$ cat config.mk
export PLATFORM = sky130hd
export DESIGN_NAME = acc_ctrl
export DESIGN_NICKNAME = d
export VERILOG_FILES = /design/src/pkg/acc_pkg.sv /design/src/verilog/acc_justify.sv /design/src/verilog/acc_ctrl.sv
export SDC_FILE = /design/constraint.sdc
export NUM_CORES = 1
export LEC_CHECK = 0
export BUFFER_PORTS_ARGS = -buffer_cell sky130_fd_sc_hd__clkbuf_2
export CAP_MARGIN = 25
export CORE_UTILIZATION = 45
export CTS_CLUSTER_DIAMETER = 100
export DETAILED_ROUTE_END_ITERATION = 10
export PLACE_DENSITY = 0.71
export SLEW_MARGIN = 10
export SYNTH_ARGS = -nofsm -noshare
export SYNTH_HDL_FRONTEND = slang
export SYNTH_SLANG_ARGS = --single-unit
export TNS_END_PERCENT = 5
$ cat constraint.sdc
create_clock -name clk -period 1.79 [get_ports clk]
set_input_delay 0.0895 -clock clk [delete_from_list [all_inputs] [get_ports clk]]
set_output_delay 0.0895 -clock clk [all_outputs]
set_load 0.02 [all_outputs]
$ cat src/pkg/acc_pkg.sv
// Constants for the converter start/abort control block.
// Assumes a single 10 MHz core clock and a plain register port.
package acc_pkg;

    // Register offsets (byte addresses on the register port)
    localparam logic [3:0] ACC_OFS_CTRL0  = 4'h0;
    localparam logic [3:0] ACC_OFS_RESLO  = 4'h1;
    localparam logic [3:0] ACC_OFS_RESHI  = 4'h2;
    localparam logic [3:0] ACC_OFS_PREVLO = 4'h3;
    localparam logic [3:0] ACC_OFS_PREVHI = 4'h4;
    localparam logic [3:0] ACC_OFS_STAT   = 4'h5;
    localparam logic [3:0] ACC_OFS_MASK   = 4'h6;

    // Control register zero field positions
    localparam int ACC_BIT_ON         = 7;
    localparam int ACC_BIT_CONTINUOUS = 6;
    localparam int ACC_BIT_CS         = 4;
    localparam int ACC_BIT_FORMAT     = 2;
    localparam int ACC_BIT_GO         = 0;
    localparam logic [7:0] ACC_CTRL0_RST   = 8'h00;
    localparam logic [7:0] ACC_CTRL0_WMASK = 8'hD4;

    // Status/mask field positions
    localparam int ACC_ST_DONE  = 0;
    localparam int ACC_ST_THR   = 1;
    localparam int ACC_ST_ABORT = 2;
    localparam int ACC_ST_W     = 3;

    // Converter geometry and timing
    localparam int ACC_RES_W      = 12;
    localparam int ACC_SAMPLE_CYC = 4;

    // Sequencer states
    typedef enum logic [1:0] {ACC_IDLE, ACC_SAMPLE, ACC_CONVERT, ACC_POST} acc_state_t;

endpackage

$ cat src/verilog/acc_justify.sv
// Result justification for conversion result and previous-result words.
// Assumes a raw right-aligned code of RES_W bits, output as 16 bits.
`timescale 1ns/10ps
`default_nettype none
module acc_justify #(
    parameter int RES_W = 12
) (
    input  wire logic [RES_W-1:0] raw,
    input  wire logic             right_fmt,
    output logic      [15:0]      just
);
    // Right: zero-extend high; left: shift up, zero-fill low bits
    wire [15:0] right_w = {{(16-RES_W){1'b0}}, raw};
    wire [15:0] left_w  = {raw, {(16-RES_W){1'b0}}};
    assign just = right_fmt ? right_w : left_w;
endmodule // acc_justify
`default_nettype wire

$ cat src/verilog/acc_ctrl.sv
// Converter conversion start/abort control with register port and interrupt.
// Assumes the analog core returns one result bit per cycle (successive
// approximation) on cmp_in; threshold logic outside reports thr_hit.
//
// How it works
// - Format bit one right-justifies result and previous, zero left-justifies zero-filled.
// - Writing one to go starts a conversion; go reads one while in progress.
// - Hardware clears go at cycle end, timing governed by continuous mode.
// - Software clearing go mid-conversion copies the partial result into result.
// - Software abort returns the sequencer to its idle state.
// - Aborted conversion never sets the conversion-complete interrupt flag.
// - Aborted conversion skips filter computation and threshold comparison.
// - Continuous mode re-arms go until threshold flag with stop-on-interrupt, or clear.
//
// Decided for this implementation: the address-and-strobe port and the register offsets.
`timescale 1ns/10ps
`default_nettype none
module acc_ctrl
    import acc_pkg::*;
#(
    parameter int RES_W      = ACC_RES_W,
    parameter int SAMPLE_CYC = ACC_SAMPLE_CYC
) (
    input  wire logic        clk,
    input  wire logic        rst,
    input  wire logic [3:0]  addr,
    input  wire logic [7:0]  wdata,
    input  wire logic        wr,
    input  wire logic        rd,
    output logic      [7:0]  rdata,
    input  wire logic        cmp_in,
    input  wire logic        thr_hit,
    input  wire logic        stop_on_interrupt_bit,
    output logic             sample_en,
    output logic             post_calc,
    output logic             irq
);

    ////////////////////////////////////////////////////////////////////////
    // Register decode
    wire wr_ctrl = wr && (addr == ACC_OFS_CTRL0);
    wire wr_mask = wr && (addr == ACC_OFS_MASK);
    wire rd_stat = rd && (addr == ACC_OFS_STAT);

    logic [7:0]          ctrl_q;
    logic                go_q;
    logic [RES_W-1:0]    sar_q;
    logic [RES_W-1:0]    res_q;
    logic [RES_W-1:0]    prev_q;
    logic [ACC_ST_W-1:0] stat_q;
    logic [ACC_ST_W-1:0] mask_q;
    logic [7:0]          rdata_q;
    logic [7:0]          cnt_q;
    acc_state_t          state_q;

    wire on_bit              = ctrl_q[ACC_BIT_ON];
    wire continuous_mode_bit = ctrl_q[ACC_BIT_CONTINUOUS];
    wire result_format_bit   = ctrl_q[ACC_BIT_FORMAT];

    // Go set and software clear; go needs converter enabled
    wire go_set   = wr_ctrl && wdata[ACC_BIT_GO] && wdata[ACC_BIT_ON];
    wire sw_clear = wr_ctrl && !wdata[ACC_BIT_GO] && go_q;
    wire abort    = sw_clear && (state_q != ACC_IDLE);

    ////////////////////////////////////////////////////////////////////////
    // Sequencer events
    wire last_bit  = (state_q == ACC_CONVERT) && (cnt_q == 8'(RES_W - 1));
    wire samp_done = (state_q == ACC_SAMPLE) && (cnt_q == 8'(SAMPLE_CYC - 1));
    wire finish    = (state_q == ACC_POST) && !abort;
    wire thr_event = finish && thr_hit;
    // Continuous re-arm unless threshold stop requested
    wire rearm     = continuous_mode_bit && !(thr_event && stop_on_interrupt_bit);
    wire [RES_W-1:0] sar_next = {sar_q[RES_W-2:0], cmp_in};

    assign sample_en = (state_q == ACC_SAMPLE);
    assign post_calc = finish;
    assign irq       = |(stat_q & mask_q);

    // Control register, go flag held separately
    always_ff @(posedge clk) begin
        if (rst) begin
            ctrl_q <= ACC_CTRL0_RST;
        end else if (wr_ctrl) begin
            ctrl_q <= wdata & ACC_CTRL0_WMASK;
        end
    end

    // Go flag: set by software, cleared by a software write of zero, by turning the converter off, or by hardware at end unless continuous mode re-arms it
    always_ff @(posedge clk) begin
        if (rst) begin
            go_q <= 1'b0;
        end else if (go_set) begin
            go_q <= 1'b1;
        end else if (sw_clear || !on_bit) begin
            go_q <= 1'b0;
        end else if (finish) begin
            go_q <= rearm;
        end
    end

    // Sequencer state machine
    always_ff @(posedge clk) begin
        if (rst) begin
            state_q <= ACC_IDLE;
            cnt_q   <= 8'h00;
        end else if (abort || !on_bit) begin
            state_q <= ACC_IDLE;
            cnt_q   <= 8'h00;
        end else begin
            unique case (state_q)
                ACC_IDLE: begin
                    cnt_q <= 8'h00;
                    // A clear landing on the idle cycle must not start a run
                    if (go_q && !sw_clear) begin
                        state_q <= ACC_SAMPLE;
                    end
                end
                ACC_SAMPLE: begin
                    cnt_q <= samp_done ? 8'h00 : cnt_q + 8'h01;
                    if (samp_done) begin
                        state_q <= ACC_CONVERT;
                    end
                end
                ACC_CONVERT: begin
                    cnt_q <= cnt_q + 8'h01;
                    if (last_bit) begin
                        state_q <= ACC_POST;
                    end
                end
                ACC_POST: begin
                    cnt_q   <= 8'h00;
                    state_q <= ACC_IDLE;
                end
            endcase
        end
    end

    // Successive approximation and result capture
    always_ff @(posedge clk) begin
        if (rst) begin
            sar_q  <= '0;
            res_q  <= '0;
            prev_q <= '0;
        end else begin
            // Cleared before sampling so an early abort reports no bits
            if (state_q == ACC_IDLE || state_q == ACC_SAMPLE) begin
                sar_q <= '0;
            end else if (state_q == ACC_CONVERT) begin
                sar_q <= sar_next;
            end
            if (abort) begin
                res_q <= sar_q;
            end else if (last_bit) begin
                prev_q <= res_q;
                res_q  <= sar_next;
            end
        end
    end

    // Sticky status: set wins over read-clear
    logic [ACC_ST_W-1:0] st_set;
    always_comb begin
        st_set               = '0;
        st_set[ACC_ST_DONE]  = finish;
        st_set[ACC_ST_THR]   = thr_event;
        st_set[ACC_ST_ABORT] = abort;
    end

    always_ff @(posedge clk) begin
        if (rst) begin
            stat_q <= '0;
            mask_q <= '0;
        end else begin
            stat_q <= (rd_stat ? '0 : stat_q) | st_set;
            if (wr_mask) begin
                mask_q <= wdata[ACC_ST_W-1:0];
            end
        end
    end

    ////////////////////////////////////////////////////////////////////////
    // Read path
    logic [15:0] res_j;
    logic [15:0] prev_j;

    acc_justify #(.RES_W(RES_W)) u_just_res (
        .raw       (res_q),
        .right_fmt (result_format_bit),
        .just      (res_j)
    );
    acc_justify #(.RES_W(RES_W)) u_just_prev (
        .raw       (prev_q),
        .right_fmt (result_format_bit),
        .just      (prev_j)
    );

    logic [7:0] rd_mux;
    always_comb begin
        unique case (addr)
            ACC_OFS_CTRL0:  rd_mux = {ctrl_q[7:1], go_q};
            ACC_OFS_RESLO:  rd_mux = res_j[7:0];
            ACC_OFS_RESHI:  rd_mux = res_j[15:8];
            ACC_OFS_PREVLO: rd_mux = prev_j[7:0];
            ACC_OFS_PREVHI: rd_mux = prev_j[15:8];
            ACC_OFS_STAT:   rd_mux = {{(8-ACC_ST_W){1'b0}}, stat_q};
            ACC_OFS_MASK:   rd_mux = {{(8-ACC_ST_W){1'b0}}, mask_q};
            default:        rd_mux = 8'h00;
        endcase
    end

    always_ff @(posedge clk) begin
        if (rst) begin
            rdata_q <= 8'h00;
        end else begin
            rdata_q <= rd ? rd_mux : 8'h00;
        end
    end
    assign rdata = rdata_q;

    ////////////////////////////////////////////////////////////////////////
    // Assertions
    a_abort_no_done: assert property (@(posedge clk) disable iff (rst)
        abort |=> !stat_q[ACC_ST_DONE] || $past(stat_q[ACC_ST_DONE]))
        else $error("abort set done flag");
    a_abort_idle: assert property (@(posedge clk) disable iff (rst)
        abort |=> state_q == ACC_IDLE)
        else $error("abort did not reset sequencer");
    a_abort_result: assert property (@(posedge clk) disable iff (rst)
        abort |=> res_q == $past(sar_q))
        else $error("partial result not copied");
    a_abort_no_post: assert property (@(posedge clk) disable iff (rst)
        abort |-> !post_calc ##1 !post_calc)
        else $error("post processing after abort");
    a_go_start: assert property (@(posedge clk) disable iff (rst)
        (go_set && state_q == ACC_IDLE) ##1 !wr_ctrl |-> go_q ##1 (state_q == ACC_SAMPLE))
        else $error("go did not start conversion");
    a_single_clear: assert property (@(posedge clk) disable iff (rst)
        (finish && !continuous_mode_bit && !go_set && on_bit) |=> !go_q)
        else $error("go not cleared in single mode");
    a_rearm_continuous: assert property (@(posedge clk) disable iff (rst)
        (finish && continuous_mode_bit && !thr_hit && !wr_ctrl) |=> go_q)
        else $error("continuous mode did not re-arm");
    a_go_needs_on: assert property (@(posedge clk) disable iff (rst)
        !on_bit |=> state_q == ACC_IDLE)
        else $error("conversion while disabled");
    a_thr_stop: assert property (@(posedge clk) disable iff (rst)
        (finish && thr_hit && stop_on_interrupt_bit && !wr_ctrl) |=> !go_q)
        else $error("threshold stop did not clear go");
    a_go_while_busy: assert property (@(posedge clk) disable iff (rst)
        (state_q != ACC_IDLE) |-> go_q)
        else $error("go low while sequencer busy");
    a_finish_done: assert property (@(posedge clk) disable iff (rst)
        finish |=> stat_q[ACC_ST_DONE])
        else $error("completed conversion left done clear");

    // Status flags and post-processing pulse
    a_abort_flag: assert property (@(posedge clk) disable iff (rst)
        abort |=> stat_q[ACC_ST_ABORT])
        else $error("abort not flagged");
    a_done_sticky: assert property (@(posedge clk) disable iff (rst)
        (stat_q[ACC_ST_DONE] && !rd_stat) |=> stat_q[ACC_ST_DONE])
        else $error("done flag lost without read");
    a_post_single: assert property (@(posedge clk) disable iff (rst)
        post_calc |=> !post_calc)
        else $error("post processing longer than one cycle");

    // Justified words: unused bits always zero
    a_left_zero_fill: assert property (@(posedge clk) disable iff (rst)
        !result_format_bit |-> (res_j[15-RES_W:0] == '0) && (prev_j[15-RES_W:0] == '0))
        else $error("left-justified word not zero-filled");
    a_right_zero_high: assert property (@(posedge clk) disable iff (rst)
        result_format_bit |-> (res_j[15:RES_W] == '0) && (prev_j[15:RES_W] == '0))
        else $error("right-justified word has high bits set");

endmodule // acc_ctrl
`default_nettype wire

==> flow_summary.toml <==
[drt]
dr.pass1.iters = 4
vias = 2608
drt.antenna.violating_nets = 0
dr.first_iter.drc_count = 230
vias_per_cell = 5.388
routed_wl_mm = 6.819
drc = 0
drt-wirelength-per-cell_um = 14.09

[clocking]
cts_tree = "built"
clkTransAtPathRegs_ns = 0.07
cts_max_level = 3
cts_made_buffers = 9
clkLatencyLatePin_ns = 0.34
root_buffer = "clkbuf_8"
clk_path_buf_depth = 2
clock-sinks = 65

[setup_path]
critPathSlowestCell = "dfxtp_4"
r2r_start = "cnt_q[1]$_SDFF_PP0_"
critPathKind = "flip-flop to output port"
path_max_fanout = 5
cp_slowest_stage_delay_ns = 0.37
crit_required_ns = 1.70
worst-path-buf-inv = 3
crit_path_end_kind = "output port"
crit_family = "simple AND/OR/NAND/NOR gates"
startpoint = "state_q[1]$_SDFFE_PP0P_"
cp_cell_sequence = "inv_2 > ha_4 > nor3b_4 > and3_4 > buf_6 > nor2b_1 > clkbuf_2"
crit_arrival_ns = 1.62
start_kind = "flip-flop"

[power]
powerDensity_nw_per_um2 = 740.1
leakage_uw = 0.001381
ir_drop_mv = 0.3618

[synth]
ys_ff_latch = 65
synth_warnings = 0
netlist_area_um2 = 3262
synth_top_cell_by_area = "dfxtp_1"
yosysUniqueCellTypes = 52
synthTopCellsByArea = "dfxtp_1, mux2i_1, nor2_1, a211oi_2, a21oi_1"
synth_area_per_cell_um2 = 9.240
synth_common_cells = "dfxtp_1, nor2_1, mux2i_1, a21oi_1, nand3_1"
synth_top_area_share_pct = 39.89
synth_edf_count = 0
ys_seq_area_share_pct = 39.89
synthFlopType = "dfxtp_1"
synth_nets = 378
synthCells = 353
yosysMostFrequentCell = "dfxtp_1"
synthArstFlopShare_pct = 0

[timing]
setup_viol = 0
fmax_ghz = 0.5852
fin_crit_sh_pct = 95.46
holdWs_ns = 0.01878
clock_skew_ns = 0.01149
worst_pin_slew_ns = 0.4914
slew_headroom_pct = 67.00
final-hold-violation-count = 0
rsz0062_at_grt = "false"
period_needed_ns = 1.709
slew_violations = 0
tns_ns = 0

[place]
numPortBuffers = 27
place.detailed.hpwl_mm = 4.613
place_area_um2 = 3481
gp_congestion = 0.7960

[finish]
layout-drive-gt1-share_pct = 22.68
antennaDiodeCount = 0
fin_area_um2 = 3780
fin_nets = 408
syn2layout_area_growth_pct = 15.88

[floorplanning]
coreArea_um2 = 6907
die_x_um = 87.14
placement_rows = 30
initial_core_util_pct = 47.23
ios = 30
die_y_um = 87.14
die_area_um2 = 7593

[grt]
use_met1_pct = 25.66
grt_usage_pct = 19.04
grt_max_degree = 37
grt_first_pass_wirelength_mm = 11.34
use_met3_pct = 5.877
antenna_found_initial = 0
grt_most_used_layer = "met2"
use_met2_pct = 29.42
grt_pass1_vias = 2432
gr-total-overflow = 0

[flow_run]
cap_viol_max_count = 0

[status]
outcome = "complete, no violations"

[worst_hold_path]
worstHoldPathType = "primary input to flip-flop"
min-delay-start = "thr_hit"
[per-layer routing]
layer | vias to the layer above | wire, µm
li1 | 1339 | -
met1 | 1225 | 3321
met2 | 37 | 3160
met3 | 7 | 272
met4 | 0 | 64
met5 | - | 0
[timing repair]
item,CTS,global route
resized for setup,5,10
buffers inserted,1,0
hold endpoints to repair,5,0
pin swaps,1,1
setup endpoints to repair,1,24
hold buffers,4,0
gates cloned,0,0
[power breakdown]
part | total [µW] | switching [µW] | internal (µW)
Sequential | 1450 | 2.05 | 1450
Combinational | 115 | 71.2 | 43.6
Clock | 1230 | 559 | 676
Total | 2800 | 632 | 2170
[flip-flops by register name (all words and copies together), names as in the netlist]
register,flops
res_q,12
prev_q,12
stat_q,3
sar_q,12
go_q,1
state_q,2
ctrl_q,4
rdata,8
cnt_q,8
mask_q,3
[cell type report]
cell class | instances | area (µm²)
clock inverter | 5 | 55.05
timing repair buffer | 43 | 294.0
inverter | 6 | 22.52
sequential | 65 | 1308
multi-input combinational | 258 | 1839
fill | 666 | 3127
clock buffer | 11 | 141.4
tap | 96 | 120.1
[kinds of logic (layout without fill, tap and decap cells)]
| group | after synthesis | count (layout) | synth area share, % |
|---|---|---|---|
| buffers and inverters | 30 | 65 | 5.101 |
| xor gates and xnor gates | 6 | 6 | 1.611 |
| DFF | 65 | 65 | 39.89 |
| muxes | 38 | 38 | 11.85 |
| AOI/OAI and AO/OA | 88 | 88 | 19.56 |
| and+or+nand+nor | 120 | 120 | 19.68 |
| adders and majority gates | 6 | 6 | 2.301 |
[metrics by stage]
stage / instances / worst slack [ns] / util, % / power [µW]
floorplan: 353 / 0.1645 / - / 1549
global placement: 463 / 0.08609 / 50.40 / 1588
detailed placement: 463 / 0.03222 / 50.40 / 1589
CTS: 484 / 0.01110 / 54.26 / 2825
global route: 484 / 0.002523 / 54.73 / 2899
finish: 484 / 0.08129 / 54.73 / 2798
[final timing paths]
kind	to	slack, ns	depth (start not counted)
worst max-delay path	post_calc	0.08	7
worst min-delay path	stat_q[1]$_SDFF_PP0_	0.02	3
worst max register to register	res_q[0]$_SDFFE_PP0P_	0.08	6
worst min register to register	cnt_q[0]$_SDFF_PP0_	0.47	1
[worst min-delay path: stages]
cell and delay, ns:
clkbuf_2 0.09, a32oi_1 0.08, nor2_1 0.07
[layout by cell type (no fill, tap or decap), types with 4 or more instances in the layout]
master          n
ha_1            4
o21bai_1        4
dfxtp_1        62
nand2_1        11
a211oi_2       12
mux2i_1        33
a22oi_1         7
inv_1           4
nand3b_1        8
buf_4           9
clkbuf_8       10
nor2b_1         7
a21oi_1        26
a22o_1          5
clkbuf_2       27
dlygate4sd3_1   4
nand3_1        21
nor2_1         48
o21ai_0        15
mux2_2          5
a31oi_1         4
No activity file was read; power rests on OpenSTA's default activity.
